==> config.mk <==
export PLATFORM = sky130hd
export DESIGN_NAME = cdt_timer
export DESIGN_NICKNAME = d
export VERILOG_FILES = /design/src/shared/cdt_pkg.sv /design/src/core/cdt_timer.sv /design/src/core/cdt_prescaler.sv
export VERILOG_INCLUDE_DIRS = /design/src /design/src/shared
export SDC_FILE = /design/constraint.sdc
export NUM_CORES = 1
export LEC_CHECK = 0
export ABC_CLOCK_PERIOD_IN_PS = 2100
export BUFFER_PORTS_ARGS = -buffer_cell sky130_fd_sc_hd__buf_4
export CORE_MARGIN = 3
export CORE_UTILIZATION = 52
export CTS_CLUSTER_DIAMETER = 80
export DETAILED_ROUTE_END_ITERATION = 10
export PLACE_DENSITY_LB_ADDON = 0.05
export SETUP_SLACK_MARGIN = 0.5
export SYNTH_ARGS = -nofsm -noshare
export SYNTH_HDL_FRONTEND = slang
export SYNTH_SLANG_ARGS = --single-unit
==> constraint.sdc <==
create_clock -name mclk -period 2.1 [get_ports mclk]
set_clock_uncertainty 0.2 [all_clocks]
set_input_delay 0.105 -clock mclk [delete_from_list [all_inputs] [get_ports mclk]]
set_output_delay 0.105 -clock mclk [all_outputs]
set_load 0.005 [all_outputs]
==> src/shared/cdt_cfg.svh <==
// constants for the count-down timer with prescaler
// assumes a byte-wide register port and one 10 MHz clock
// Contract
// 8-bit counter, preset, decrements per prescaler pulse
// flag sets at zero, cleared reset or write-zero
// request only while flag set and mask clear
// cpu services request via timer vector
// counter keeps decrementing after zero
// counter reads never disturb counting
// flag sticky until software clears it
// 7-bit hidden prescaler tap clocks counter
// prescaler clear bit write-one, reads zero
// software clears prescaler on each new count
// clock select: internal, and-pin, off, pin
// reset clears both clock select bits
// mask resets to one, gates request only
// prescale field divides by two-power, reset 100
// halt in stop mode, run in wait
// stop exit clears counter, sets flag
// count register reads count, resets all ones
// write loads counter, zero wraps to ones
// bit 3 reads zero, zero write ignored
`ifndef CDT_CFG_SVH
`define CDT_CFG_SVH

// ****************************************************************
// register map
// ****************************************************************
`define CDT_ADDR_COUNT 8'h08
`define CDT_ADDR_CTRL 8'h09
`define CDT_ADDR_IRQ_STAT 8'h0a
`define CDT_ADDR_IRQ_MASK 8'h0b

// ****************************************************************
// control fields and reset values
// ****************************************************************
`define CDT_BIT_FLAG 7
`define CDT_BIT_MASK 6
`define CDT_BIT_EXTSEL 5
`define CDT_BIT_PINEN 4
`define CDT_BIT_PCLR 3
`define CDT_RST_COUNT 8'hff
`define CDT_RST_PSEL 3'h4
`define CDT_RST_IRQ_MASK 2'h0

// ****************************************************************
// timing
// ****************************************************************
`define CDT_CLK_HZ 10000000
`define CDT_STAB_NS 1000
`define CDT_STAB_CYC ((`CDT_STAB_NS * (`CDT_CLK_HZ / 1000000) + 999) / 1000)

`endif

==> src/shared/cdt_pkg.sv <==
// types shared by the count-down timer files
// assumes the constants header sits beside it
package cdt_pkg;

    // clock source pair
    typedef enum logic [1:0]
    {
        CDT_SRC_INT = 2'b00,
        CDT_SRC_AND = 2'b01,
        CDT_SRC_OFF = 2'b10,
        CDT_SRC_PIN = 2'b11
    } cdt_src_e;

    // register port request
    typedef struct packed
    {
        logic [7:0] addr;
        logic [7:0] wdata;
        logic wr;
        logic rd;
    } cdt_req_s;

    // stop-exit sequencing
    typedef enum logic [1:0]
    {
        CDT_RUN = 2'b00,
        CDT_STOPPED = 2'b01,
        CDT_STAB = 2'b10
    } cdt_pwr_e;

endpackage : cdt_pkg

==> src/core/cdt_timer.sv <==
// count-down timer: control, counter, register port, interrupts
// assumes a synchronous register port and pin inputs sync to mclk
// assumes stopWake comes from the external wake logic while stopped
// wait mode is no input: the timer simply keeps running then
`include "cdt_cfg.svh"

module cdt_timer #(
    parameter int STAB_CYC = `CDT_STAB_CYC
) (
    // clock and reset
    input wire logic mclk,
    input wire logic rst_n,
    // register port
    input wire logic [7:0] regAddr,
    input wire logic [7:0] regWdata,
    input wire logic regWr,
    input wire logic regRd,
    output logic [7:0] regRdata,
    // timer pin and internal clock enable
    input wire logic timerPin,
    input wire logic intClkEn,
    // power modes
    input wire logic stopMode,
    input wire logic stopWake,
    // cpu request and block interrupt
    output logic timerReq,
    output logic irq
);

    cdt_pkg::cdt_req_s req;
    cdt_pkg::cdt_pwr_e pwr_q;
    logic [7:0] count_q;
    logic [7:0] rdata_q;
    logic flag_q;
    logic reqMask_q;
    logic [1:0] src_q;
    logic [2:0] psel_q;
    logic [1:0] irqStat_q;
    logic [1:0] irqMask_q;
    logic [15:0] stab_q;
    logic srcTick;
    logic cntTick;
    logic pclr;
    logic wrCount;
    logic wrCtrl;
    logic hitZero;
    logic stopDone;
    logic runTick;
    logic wrStat;
    logic wrMask;
    logic flag_d;
    logic [7:0] count_d;
    logic [7:0] rdata_d;
    logic [15:0] stab_d;
    logic [1:0] irqEvt;
    logic [1:0] irqClr;
    logic [1:0] irqStat_d;
    cdt_pkg::cdt_pwr_e pwr_d;

    // ****************************************************************
    // register decode
    // ****************************************************************
    assign req = '{addr: regAddr, wdata: regWdata, wr: regWr, rd: regRd};

    // single decode used by every write path
    function automatic logic hit(input cdt_pkg::cdt_req_s r,
        input logic [7:0] a);
        hit = r.wr && (r.addr == a);
    endfunction : hit

    assign wrCount = hit(req, `CDT_ADDR_COUNT);
    assign wrCtrl = hit(req, `CDT_ADDR_CTRL);
    assign pclr = wrCtrl && req.wdata[`CDT_BIT_PCLR];
    assign wrStat = hit(req, `CDT_ADDR_IRQ_STAT);
    assign wrMask = hit(req, `CDT_ADDR_IRQ_MASK);

    // control byte as software sees it; the clear bit never reads back
    function automatic logic [7:0] ctrl_image(input logic f,
        input logic m, input logic [1:0] s, input logic [2:0] p);
        ctrl_image = {f, m, s, 1'b0, p};
    endfunction : ctrl_image

    // ****************************************************************
    // clock source
    // ****************************************************************
    always_comb
    begin
        case (cdt_pkg::cdt_src_e'(src_q))
            cdt_pkg::CDT_SRC_INT: srcTick = intClkEn;
            cdt_pkg::CDT_SRC_AND: srcTick = intClkEn && timerPin;
            cdt_pkg::CDT_SRC_OFF: srcTick = 1'b0;
            cdt_pkg::CDT_SRC_PIN: srcTick = timerPin;
            default: srcTick = 1'b0;
        endcase
    end

    // counting frozen outside the run state only
    assign runTick = srcTick && (pwr_q == cdt_pkg::CDT_RUN);

    // prescaler; its count is hidden from software
    cdt_prescaler #(
        .WIDTH(7)
    ) uPresc (
        .mclk(mclk),
        .rst_n(rst_n),
        .tickIn(runTick),
        .clear(pclr),
        .sel(psel_q),
        .tickOut(cntTick)
    );

    // ****************************************************************
    // stop-mode sequencing
    // ****************************************************************
    assign stopDone = (pwr_q == cdt_pkg::CDT_STAB) &&
        (stab_q == 16'(STAB_CYC - 1));

    // next power state; an unknown code falls back to running
    always_comb
    begin
        pwr_d = pwr_q;
        case (pwr_q)
            cdt_pkg::CDT_RUN:
                if (stopMode)
                    pwr_d = cdt_pkg::CDT_STOPPED;
            cdt_pkg::CDT_STOPPED:
                if (stopWake)
                    pwr_d = cdt_pkg::CDT_STAB;
            cdt_pkg::CDT_STAB:
                if (stopDone)
                    pwr_d = cdt_pkg::CDT_RUN;
            default:
                pwr_d = cdt_pkg::CDT_RUN;
        endcase
    end

    // power state register
    always_ff @(posedge mclk or negedge rst_n)
    begin
        if (!rst_n)
            pwr_q <= cdt_pkg::CDT_RUN;
        else
            pwr_q <= pwr_d;
    end

    // stabilisation delay count, idle at zero outside the delay
    always_comb
    begin
        stab_d = 16'h0000;
        if (pwr_q == cdt_pkg::CDT_STAB)
            stab_d = stab_q + 16'h0001;
    end

    // stabilisation delay register
    always_ff @(posedge mclk or negedge rst_n)
    begin
        if (!rst_n)
            stab_q <= '0;
        else
            stab_q <= stab_d;
    end

    // ****************************************************************
    // counter
    // ****************************************************************
    assign hitZero = (cntTick && !wrCount && count_q == 8'h01) || stopDone;

    // write wins over a tick in the same cycle so the load is exact;
    // the stop exit clear wins over both
    always_comb
    begin
        count_d = count_q;
        if (stopDone)
            count_d = 8'h00;
        else if (wrCount)
            count_d = req.wdata;
        else if (cntTick)
            count_d = count_q - 8'h01;
    end

    // count register
    always_ff @(posedge mclk or negedge rst_n)
    begin
        if (!rst_n)
            count_q <= `CDT_RST_COUNT;
        else
            count_q <= count_d;
    end

    // ****************************************************************
    // control register
    // ****************************************************************
    // request mask; reset leaves the request closed
    always_ff @(posedge mclk or negedge rst_n)
    begin
        if (!rst_n)
            reqMask_q <= 1'b1;
        else if (wrCtrl)
            reqMask_q <= req.wdata[`CDT_BIT_MASK];
    end

    // clock source pair
    always_ff @(posedge mclk or negedge rst_n)
    begin
        if (!rst_n)
            src_q <= 2'b00;
        else if (wrCtrl)
            src_q <= req.wdata[`CDT_BIT_EXTSEL:`CDT_BIT_PINEN];
    end

    // prescale select
    always_ff @(posedge mclk or negedge rst_n)
    begin
        if (!rst_n)
            psel_q <= `CDT_RST_PSEL;
        else if (wrCtrl)
            psel_q <= req.wdata[2:0];
    end

    // ****************************************************************
    // zero flag and cpu request
    // ****************************************************************
    // sticky zero flag; a new zero in the clearing cycle keeps it set
    always_comb
    begin
        flag_d = flag_q;
        if (hitZero)
            flag_d = 1'b1;
        else if (wrCtrl && !req.wdata[`CDT_BIT_FLAG])
            flag_d = 1'b0;
    end

    // flag register
    always_ff @(posedge mclk or negedge rst_n)
    begin
        if (!rst_n)
            flag_q <= 1'b0;
        else
            flag_q <= flag_d;
    end

    // mask touches only the request, never counting or the flag
    assign timerReq = flag_q && !reqMask_q;

    // ****************************************************************
    // block interrupt status: bit0 zero reached, bit1 stop exit
    // ****************************************************************
    assign irqEvt = {stopDone, hitZero};
    assign irqClr = wrStat ? req.wdata[1:0] : 2'b00;

    // per-source next value; an event in the clearing cycle wins
    for (genvar i = 0; i < 2; i++)
    begin : gStat
        assign irqStat_d[i] = irqEvt[i] || (irqStat_q[i] && !irqClr[i]);
    end

    // status register
    always_ff @(posedge mclk or negedge rst_n)
    begin
        if (!rst_n)
            irqStat_q <= 2'b00;
        else
            irqStat_q <= irqStat_d;
    end

    // ****************************************************************
    // block interrupt mask and output
    // ****************************************************************
    // mask of the same layout, one enables
    always_ff @(posedge mclk or negedge rst_n)
    begin
        if (!rst_n)
            irqMask_q <= `CDT_RST_IRQ_MASK;
        else if (wrMask)
            irqMask_q <= req.wdata[1:0];
    end

    assign irq = |(irqStat_q & irqMask_q);

    // ****************************************************************
    // read path
    // ****************************************************************
    // read mux; unmapped reads and idle cycles give zero
    always_comb
    begin
        rdata_d = 8'h00;
        if (req.rd)
            case (req.addr)
                `CDT_ADDR_COUNT: rdata_d = count_q;
                `CDT_ADDR_CTRL: rdata_d = ctrl_image(flag_q, reqMask_q,
                    src_q, psel_q);
                `CDT_ADDR_IRQ_STAT: rdata_d = {6'h00, irqStat_q};
                `CDT_ADDR_IRQ_MASK: rdata_d = {6'h00, irqMask_q};
                default: rdata_d = 8'h00;
            endcase
    end

    // count sampled at the strobe edge so it is steady in the data cycle
    always_ff @(posedge mclk or negedge rst_n)
    begin
        if (!rst_n)
            rdata_q <= 8'h00;
        else
            rdata_q <= rdata_d;
    end

    assign regRdata = rdata_q;

endmodule : cdt_timer

==> src/core/cdt_prescaler.sv <==
// 7-bit prescaler with selectable tap
// assumes a one-cycle counting enable from the clock selector
`include "cdt_cfg.svh"

module cdt_prescaler #(
    parameter int WIDTH = 7
) (
    // clock and reset
    input wire logic mclk,
    input wire logic rst_n,
    // control
    input wire logic tickIn,
    input wire logic clear,
    input wire logic [2:0] sel,
    // output pulse
    output logic tickOut
);

    logic [WIDTH-1:0] div_q;
    logic [WIDTH:0] nextDiv;
    logic wrapAll;
    logic [WIDTH:0] tapMask;

    // ****************************************************************
    // divider
    // ****************************************************************
    // tap k pulses when the low k bits roll over, giving divide by 2^k
    assign nextDiv = {1'b0, div_q} + {{WIDTH{1'b0}}, 1'b1};
    // one bit wider so the top tap mask cannot overflow
    assign tapMask = ({{WIDTH{1'b0}}, 1'b1} << sel)
        - {{WIDTH{1'b0}}, 1'b1};
    assign wrapAll = (div_q & tapMask[WIDTH-1:0]) == tapMask[WIDTH-1:0];
    assign tickOut = tickIn && !clear && wrapAll;

    // clear dominates; software cannot see or load the divider
    always_ff @(posedge mclk or negedge rst_n)
    begin
        if (!rst_n)
            div_q <= '0;
        else if (clear)
            div_q <= '0;
        else if (tickIn)
            div_q <= nextDiv[WIDTH-1:0];
    end

endmodule : cdt_prescaler

== After elaboration in Yosys (flattened, before gate mapping) ==
Cells that the tools add are included.

* Reductions and logical operators: 32
* Shift operators: 1
* Add/subtract/negate cells: 4
* Bitwise operators: 2
* Mux-type cells: 16
* Equality and inequality tests: 15

{| class="wikitable"
|+ Operators by type and width
! operator !! count
|-
| equality test 8 x 4 -> 1 bit (second input constant) || 4
|-
| 2-to-1 mux 8 bit || 4
|-
| case mux 8 bit (4 select lines) || 1
|-
| adder 16 x 1 -> 16 bit (second input constant) || 1
|-
| equality test 16 x 4 -> 1 bit (second input constant) || 1
|-
| logical AND 1 bit || 16
|-
| 2-to-1 mux 16 bit || 1
|-
| 2-to-1 mux 7 bit || 2
|-
| equality test 8 x 1 -> 1 bit (second input constant) || 1
|-
| 2-to-1 mux 2 bit || 4
|-
| subtractor 8 x 1 -> 8 bit (second input constant) || 1
|-
| adder 7 x 1 -> 7 bit (second input constant) || 1
|-
| AND 7 bit || 1
|-
| equality test 7 bit || 1
|-
| left shift 1 x 3 -> 7 bit (first input constant) || 1
|-
| subtractor 7 x 1 -> 7 bit (second input constant) || 1
|-
| equality test 2 bit (second input constant) || 3
|-
| logical NOT 1 bit || 6
|-
| inequality test 2 bit (second input constant) || 3
|-
| case mux 2 bit (3 select lines) || 1
|-
| equality test 2 x 1 -> 1 bit (second input constant) || 2
|-
| logical NOT 2 bit || 2
|-
| case mux 1 bit (4 select lines) || 1
|-
| nonzero test 2 bit || 2
|-
| 6 further kinds || 9
|}

* Register bits: 52
* Word-level logic and storage cells: 81
* Bits of input ports: 24

== Longest topological paths before layout ==
Gate-level depths: netlist of the first run.

* Word-level depth: 10
* Depth in mapped cells: 11

== By module ==
A second synthesis of the first run with hierarchy kept.

* Cells, all modules: 253
* Area total of the unflattened synthesis: 2647.5 um2

{| class="wikitable"
|+ Modules (own cells, without submodules)
! module !! area an instance (um2) !! times used !! cells an instance
|-
| cdt_timer || 2272.2 || 1 || 214
|-
| cdt_prescaler || 375.4 || 1 || 39
|}

== Worst setup path before layout of the first run ==
No wires, ideal clock.

* Kind: register to register
* From: reg src_q[1]
* To: reg count_q[5]
* Data arrival time: 2.090 ns
* Library setup time: 0.086 ns
* Stages on the path, launching flop included: 8
* Buffers on the path: 0
* Period minus slack after synthesis: 2.376 ns
* Path slack: -0.276 ns
* Data required time: 1.814 ns
* Path through: dfrtp_1 -> or2_4 -> a2111oi_4 -> nand4_2 -> nor3_4 -> nand4b_1 -> xor2_1 -> o31ai_2

* Longest elaborated chain between the ends: 6
* Elaborated cells on any way between the ends: 9
* Those cells by class: eq/ne (3); mux (1); reduce/logical (5)

{| class="wikitable"
|+ Ends and longest elaborated chain
! item !! line !! source
|-
| from (decl) || cdt_timer.sv:36 || <nowiki>logic [1:0] src_q;</nowiki>
|-
| from (signal assigned) || cdt_timer.sv:208 || <nowiki>src_q <= req.wdata[`CDT_BIT_EXTSEL:`CDT_BIT_PINEN];</nowiki>
|-
| equality test 2 bit, or another cell as far along || cdt_timer.sv:88 || <nowiki>case (cdt_pkg::cdt_src_e'(src_q))</nowiki>
|-
| case mux 1 bit (4 select lines) * || cdt_timer.sv:88 ||
|-
| logical AND 1 bit * || cdt_timer.sv:98 || <nowiki>assign runTick = srcTick && (pwr_q == cdt_pkg::CDT_RUN);</nowiki>
|-
| logical AND 1 bit * (2 in a row) || cdt_prescaler.sv:33 || <nowiki>assign tickOut = tickIn && !clear && wrapAll;</nowiki>
|-
| nonzero test 3 bit (no line) * || -- ||
|-
| to (signal assigned) || cdt_timer.sv:185 || <nowiki>count_q <= `CDT_RST_COUNT;</nowiki>
|-
| to (signal assigned) || cdt_timer.sv:187 || <nowiki>count_q <= count_d;</nowiki>
|-
| to (decl) || cdt_timer.sv:32 || <nowiki>logic [7:0] count_q;</nowiki>
|}

Every way passes the cells marked *; elsewhere a longest branch is shown, timed or not.
A chain may end at the register's enable or synchronous reset.

== Worst setup path after layout of the first run ==
* From: reg psel_q[1]
* To: reg count_q[7]

* Longest elaborated chain between the ends: 6

{| class="wikitable"
|+ Ends and longest elaborated chain
! item !! line !! source
|-
| from (decl) || cdt_timer.sv:37 || <nowiki>logic [2:0] psel_q;</nowiki>
|-
| from (signal assigned) || cdt_timer.sv:215 || <nowiki>psel_q <= `CDT_RST_PSEL;</nowiki>
|-
| from (signal assigned) || cdt_timer.sv:217 || <nowiki>psel_q <= req.wdata[2:0];</nowiki>
|-
| left shift 1 x 3 -> 7 bit * || cdt_prescaler.sv:30 || <nowiki>assign tapMask = ({{WIDTH{1'b0}}, 1'b1} << sel)</nowiki>
|-
| subtractor 7 x 1 -> 7 bit * || cdt_prescaler.sv:31 || <nowiki>- {{WIDTH{1'b0}}, 1'b1};</nowiki>
|-
| AND 7 bit || cdt_prescaler.sv:32 || <nowiki>assign wrapAll = (div_q & tapMask[WIDTH-1:0]) == tapMask[WIDTH-1:0];</nowiki>
|-
| equality test 7 bit * || cdt_prescaler.sv:32 ||
|-
| logical AND 1 bit * || cdt_prescaler.sv:33 ||
|-
| nonzero test 3 bit (no line) * || -- ||
|}

Marked as above.

==> results of run 1 <==
-- per-stage QoR --
step / util / std cells / setup WS, ns / hold slack, ns
3_3_place_gp: 0.6428 / 374 / -0.1913 / -0.02252
5_1_grt: 0.7742 / 418 / -0.3585 / -0.06752
6_report: 0.7742 / 418 / -0.2325 / -0.05988
3_5_place_dp: 0.6428 / 374 / -0.2864 / -0.01951
4_1_cts: 0.7419 / 410 / -0.1851 / -0.04663
2_1_floorplan: - / 266 / -0.2256 / -0.3906
-- cells by family after synthesis --
kind of cell / count (synthesis) / synth area share
fa+ha+maj: 6 / 0.02813
flops: 52 / 0.4923
xor+xnor: 26 / 0.08532
buf+inv: 17 / 0.02391
simple gates: 119 / 0.2283
compound gates: 32 / 0.07830
mux: 14 / 0.06376
-- final cells by class --
class                   count  area, um^2  area share
clock buffers               7       96.34     0.02567
inverters                   9       33.78    0.009000
multi-input cells         197        1494      0.3980
flip-flops and latches     52        1316      0.3507
well taps                  67       83.83     0.02233
repair buffers             86       729.5      0.1943
-- layer usage --
metal  global-route usage  wire length [um]  vias to the layer above
met5                    0                 0                        -
met4              0.04804                29                        0
met3              0.03828               255                        2
met2               0.3553              3163                       45
met1               0.3046              2869                     1088
li1                     -                 -                     1091
-- what timing repair did --
action | CTS | global route
pin swaps | 21 | 17
endpoints found under the setup margin | 27 | 29
gates cloned | 0 | 0
buffers inserted | 15 | 8
hold endpoints to repair | 64 | 2
gates resized for setup | 32 | 22
-- worst max-delay path: cells and delay by family (launching register included) --
family	cells	cell delay [ns]
fa+ha+maj	1	0.26
xor+xnor	1	0.15
buf+inv	2	0.21
flops	1	0.44
compound gates	3	0.46
simple gates	3	0.54
-- state kept, by name (all words and copies together) (netlist names) --
register and flops:
regRdata 8, uPresc.div_q 7, src_q 2, irqMask_q 2, psel_q 3, reqMask_q 1
irqStat_q 2, flag_q 1, count_q 8, pwr_q 2, stab_q 16
-- synthesized netlist by cell type (5+ instances only) --
master    count  area, um^2
xor2_1       16       140.1
inv_1         9       33.78
nand2_1      21       78.83
xnor2_1      10       87.58
a21oi_1       7       35.03
dfrtp_1      42        1051
nor2b_1       5       31.28
and3_1        7       43.79
dfstp_2      10       262.8
nand3_1      19       95.09
clkbuf_1      8       30.03
mux2i_1       8       80.08
nor2_1       40       150.1
ha_1          6       75.07
o21ai_0      15       75.07
-- worst paths after layout --
path,to,slack [ns],cells past startpoint
max in group asynchronous,psel_q[1],1.06,2
min reg2reg,pwr_q[0],0.32,1
min,regRdata[0],-0.06,3
min in group asynchronous,uPresc.div_q[5],0.17,2
max,count_q[7],-0.23,10
max reg2reg,count_q[7],-0.23,10
-- power by group through the flow --
stage          Sequential (uW)  Clock [uW]  Combinational [uW]
2_1_floorplan             1390           0                 515
3_3_place_gp              1450           0                 701
3_5_place_dp              1450           0                 724
4_1_cts                   1440         616                 884
5_1_grt                   1470         666                1080
6_report                  1440         600                 974
-- layout by cell type, fill, tap and decap left out, types with 5 or more instances in the layout --
| cell type | synthesis | layout |
|---|---|---|
| buf_4 | 0 | 59 |
| clkbuf_8 | 0 | 7 |
| a21oi_1 | 7 | 5 |
| and3_1 | 7 | 5 |
| o21ai_0 | 15 | 14 |
| nor2_1 | 40 | 37 |
| xnor2_1 | 10 | 8 |
| dfrtp_1 | 42 | 40 |
| dlygate4sd3_1 | 0 | 14 |
| mux2i_1 | 8 | 8 |
| nand3_1 | 19 | 8 |
| inv_1 | 9 | 8 |
| nand2_1 | 21 | 17 |
| nand3_2 | 0 | 11 |
| dfstp_2 | 10 | 10 |
| xor2_1 | 16 | 16 |
| buf_6 | 0 | 13 |
==> results.md, run 1 <==
* Outcome: complete, but fails checks
* Failing checks: hold timing, setup timing
* Sequential area share after synthesis at 0.4923
* Mean Syn Cell Area at 10.03 um^2
* Final Hold Fails at 2
* FP Rows at 25
* Critical Path, Cell by Cell: nor3_4 > inv_2 > ha_4 > o22ai_2 > a31o_2 > nor3_4 > buf_6 > nand3_2 > xor2_1 > a21oi_1
* Final Cell Area at around 3800 um^2
* Die height at 77.64 um
* Clock transition at path regs at roughly 0.090 ns
* Leakage power at 0.001653 uW
* Final wirelength at 6317 um
* Net Sw Frac at 0.3187
* Io pins at 34
* CP Max Fanout at 3
* DRT iter0 DRCs at about 100
* Tmin final at about 2.3 ns
* Final Worst Setup Slack at -0.2325 ns
* Area grow syn2layout at 40.65%
* RSZ-0062 raised after global routing: yes
* Core area at roughly 4800 um^2
* Crit-path max cell delay at between 0.4 and 0.5 ns
* Hold WC Path Type: input pin to flip-flop
* Initial antenna violation count at 0
* WP data required at ~2.1 ns
* Crit path DAT at 2.36 ns
* Total negative slack at -1.872 ns
* Power, Total at 3018 uW
* Max Cap Viol at 0
* Post-synth EDFFs at 0
* Fillers at between 300 and 400
* Hold path start: regAddr[6]
* Part of the cycle the worst path needs at 1.111
* Placed cell areas at around 3100 um^2
* Die ar. at 6028 um^2
* Worst Max-Slew Pin Slew at 0.6486 ns
* All-layer global routing usage at 0.2179
* Yosys warns at 0
* VDD IR max at 0.0005008 V
* First-pass GRT wire length at 10,470 um
* Initial Util at 0.5505
* Max H-tree Level at 2
* Setup crit end kind: flip-flop
* WL/cell at roughly 15 um
* CP max stage cell: dfrtp_2
* Antenna cells at 0
* Seq pwr share at 0.479
* CTS root buf: clkbuf_8
* Die width at about 78 um
* Ys async rst share at 1.000
* DRC at 0
* CTS max path bufs at 2
* Logic pwr share at 0.323
* Cell mode on critical path: nor3_4
* Pwr per Cell Area at between 800 and 900 nW/um^2
* Layout Nets at 381
* Largest net degree at the start of global routing at between 50 and 60
* Buffers on Ports at 33
* Relative slew slack at 0.5676
* DRT Pass-1 Iters at 4
* Clk_lat worst skew at around 0.3 ns
* Share of cells above drive strength 1 at 0.4046
* Top FF cell, synth: dfrtp_1
* Clock power frac at 0.199
* RD Place Congestion at between 0.8 and 0.9
* Sink Count at between 50 and 60
* Via count at between 2,000 and 2,500
* Yosys cell types at between 40 and 50
* Placed wire-length estimate at 4067 um
* Inserted Clock Buffers at 5
* Number of synthesized register bits at 52
* Gr ovfl total at 0
* CP Launch Point: psel_q[1]
* Max Freq at roughly 430 MHz
* Vias in the first global route at about 2,200
* Final Max Slew Viols at 0
* P_int at just over 2000 uW
* Sw Pwr at ~960 uW
* Routed Antenna Nets at 0
* CP Launch Type: flip-flop
* Vias per cell at about 5.3
* CTS tree: done
* WS Path Type: flip-flop to flip-flop
* WHS at -0.05988 ns
* Post-synthesis cell count at 266
* Syn_nets at 296
* Worst R2R Start: psel_q[1]
* Mapped Area at about 2700 um^2
* Count of hold-fix buffers inserted at cts at 14
* Setup violators final at 11
No activity file was read; power rests on OpenSTA's default activity.
==> inputs of run 2 (changes only) <==
==> constraint.sdc (replaced) <==
create_clock -name mclk -period 2.1 [get_ports mclk]
set_clock_uncertainty 0.2 [all_clocks]
set_input_delay 0 -clock mclk [delete_from_list [all_inputs] [get_ports mclk]]
set_output_delay 0 -clock mclk [all_outputs]
set_load 0.005 [all_outputs]
==> results.md, run 2 (synthesis results as in run 1) <==
* WHS at -0.04821 ns (was -0.05988 ns)
* Fin cells at 421 (was 418)
* Vias in the first global route at 2,264 (was 2,221)
* Setup violators final at 10 (was 11)
* Register area at 1316 um^2 (unchanged)
* CP Max Fanout at 5 (was 3)
* Failing checks: hold timing, setup timing (unchanged)
* All-layer global routing usage at 0.2299 (was 0.2179)
* Sw Pwr at 961.8 uW (was 961.9 uW)
* Final Util at 0.7832 (was 0.7742)
* Max H-tree Level at 2 (unchanged)
* Hold WC Path Type: input pin to flip-flop (unchanged)
* Seq pwr share at 0.490 (was 0.479)
* FP Rows at 25 (unchanged)
* Inserted Clock Buffers at 5 (unchanged)
* Dpl cells at 373 (was 374)
* Gr ovfl total at 0 (unchanged)
* Largest net degree at the start of global routing at 53 (unchanged)
* Max Freq at 428.2 MHz (was 428.7 MHz)
* CTS max path bufs at 2 (unchanged)
* DRT iter0 DRCs at 189 (was 103)
* WL/cell at 16.11 um (was 15.11 um)
* DRC at 0 (unchanged)
* Placed wire-length estimate at 3980 um (was 4067 um)
* Worst Reg2Reg Path Length in Cells at 10 (unchanged)
* DRT Pass-1 Iters at 5 (was 4)
* VDD IR max at 0.0005491 V (was 0.0005008 V)
* Leakage power at 0.001700 uW (was 0.001653 uW)
* Most frequent cells in the layout: buf_4 (59), dfrtp_1 (40), nor2_1 (37), dlygate4sd3_1 (19) (was buf_4 (59), dfrtp_1 (40), nor2_1 (37), nand2_1 (17), xor2_1 (16))
* CTS tree: done (unchanged)
* Net Sw Frac at 0.3241 (was 0.3187)
* RSZ-0062 raised after global routing: yes (unchanged)
* Initial Util at 0.5505 (unchanged)
* Final wirelength at 6782 um (was 6317 um)
* Initial antenna violation count at 0 (unchanged)
* R2r endpoint: count_q[3] (was count_q[7])
* CP Launch Point: psel_q[0] (was psel_q[1])
* Die width at 77.64 um (unchanged)
* Layout Nets at 383 (was 381)
* Tmin final at 2.335 ns (was 2.332 ns)
* Via count at 2,334 (was 2,226)
* CP Launch Type: flip-flop (unchanged)
* WS Path Type: flip-flop to flip-flop (unchanged)
* Final Max Slew Viols at 0 (unchanged)
* Commonest non-fill, non-tap cell in the layout: buf_4 (unchanged)
* Power, Total at 2968 uW (was 3018 uW)
* Vias per cell at 5.544 (was 5.325)
* Worst Max-Slew Pin Slew at 0.6473 ns (was 0.6486 ns)
* Final Worst Setup Slack at -0.2352 ns (was -0.2325 ns)
* RD Place Congestion at 0.8329 (was 0.8396)
* Reg2Reg Setup Slack at -0.24 ns (was -0.23 ns)
* Pwr per Cell Area at 781.5 nW/um^2 (was 804.1 nW/um^2)
* Share of cells above drive strength 1 at 0.3927 (was 0.4046)
* Antenna cells at 0 (unchanged)
* Die ar. at 6028 um^2 (unchanged)
* Top reg by flops: stab_q (unchanged)
* Final Cell Area at 3797 um^2 (was 3754 um^2)
* Worst Setup EP: count_q[3] (was count_q[7])
* Count of hold-fix buffers inserted at cts at 19 (was 14)
* Setup crit end kind: flip-flop (unchanged)
* Multi-input gate area at 1525 um^2 (was 1494 um^2)
* Relative slew slack at 0.5685 (was 0.5676)
* Max Cap Viol at 0 (unchanged)
* First-pass GRT wire length at 10,970 um (was 10,470 um)
* Clock power frac at 0.198 (was 0.199)
* Final Hold Fails at 2 (unchanged)
* Part of the cycle the worst path needs at 1.112 (was 1.111)
* Fillers at 304 (was 324)
* Area grow syn2layout at 42.29% (was 40.65%)
* Routed Antenna Nets at 0 (unchanged)
* Worst R2R Start: psel_q[0] (was psel_q[1])
* Buffers on Ports at 33 (unchanged)
* Die height at 77.64 um (unchanged)
* Sink Count at 52 (unchanged)
* Logic pwr share at 0.312 (was 0.323)
* Core area at 4848 um^2 (unchanged)
* Outcome: complete, but fails checks (unchanged)
* WP data required at 2.13 ns (was 2.12 ns)
* Clk_lat worst skew at 0.30 ns (about the same)
* Placed cell areas at 3109 um^2 (was 3117 um^2)
* Clock transition at path regs at 0.09 ns (about the same)
* Crit path DAT at 2.36 ns (about the same)
* Io pins at 34 (unchanged)
* CTS root buf: clkbuf_8 (unchanged)
* P_int at 2006 uW (was 2057 uW)
* Max reg flops at 16 (unchanged)
==> run 2: cell count changes in the layout (fill, tap and decap cells not counted), moves of 2 or more <==
cell           change
xnor2_1            -2
xnor2_2            +2
dlygate4sd3_1      +5
nand3_1            +3
clkinv_2           +2
nand3_2            -3
buf_6              -3
nand2_4            +2
==> run 2: power by group through the flow <==
stage               clock network, uW  registers, uW  logic, uW
finish                            586           1460        926
floorplan                           0           1390        515
CTS                               593           1440        865
global route                      648           1490       1030
global placement                    0           1450        701
detailed placement                  0           1450        715
==> run 2: cell type report <==
class / count / area share
Timing Repair Buffer: 88 / 0.1964
Tap cell: 67 / 0.02208
Clock buffer: 6 / 0.02175
Multi-Input combinational cell: 197 / 0.4016
Clock inverter: 2 / 0.002636
Sequential cell: 52 / 0.3466
Inverter: 9 / 0.008896
==> run 2: worst max-delay path, stage by stage (launching register included) <==
cell      delay (ns)
dfrtp_1         0.46
buf_4           0.15
nand2_1         0.08
ha_4            0.28
o22ai_2         0.06
a31o_2          0.24
nor3_4          0.23
buf_4           0.17
nand3b_1        0.08
xor2_1          0.16
a21oi_1         0.15
==> run 2: repair_timing <==
item	4_1_cts	5_1_grt
gates resized for setup	25	29
pin swaps	14	18
hold endpoints to repair	81	2
setup buffers	15	6
setup endpoints to repair	25	34
==> run 2: routing by layer <==
metal	track usage	vias to the layer above	share of wire
li1	-	1094	-
met1	0.3054	1127	0.43
met2	0.3921	94	0.50
met3	0.03132	19	0.050
met4	0.06584	0	0.025
met5	0	-	0
==> run 2: per-stage QoR <==
step | TNS (ns) | worst slack, ns
floorplan | -0.9403 | -0.2256
global placement | -1.361 | -0.1924
detailed placement | -1.642 | -0.2495
CTS | -1.576 | -0.1864
global route | -3.482 | -0.3710
finish | -2.048 | -0.2352
==> run 2: worst min path at each step <==
stage | start | end | slack (ns) | cells past startpoint
CTS | regAddr[6] | count_q[1] | 0.02 | 5
global route | regWr | psel_q[1] | -0.04 | 3
floorplan | rst_n | flag_q | -0.50 | 0
finish | regWr | psel_q[1] | -0.05 | 3
detailed placement | rst_n | uPresc.div_q[5] | -0.13 | 1
global placement | rst_n | uPresc.div_q[5] | -0.13 | 1
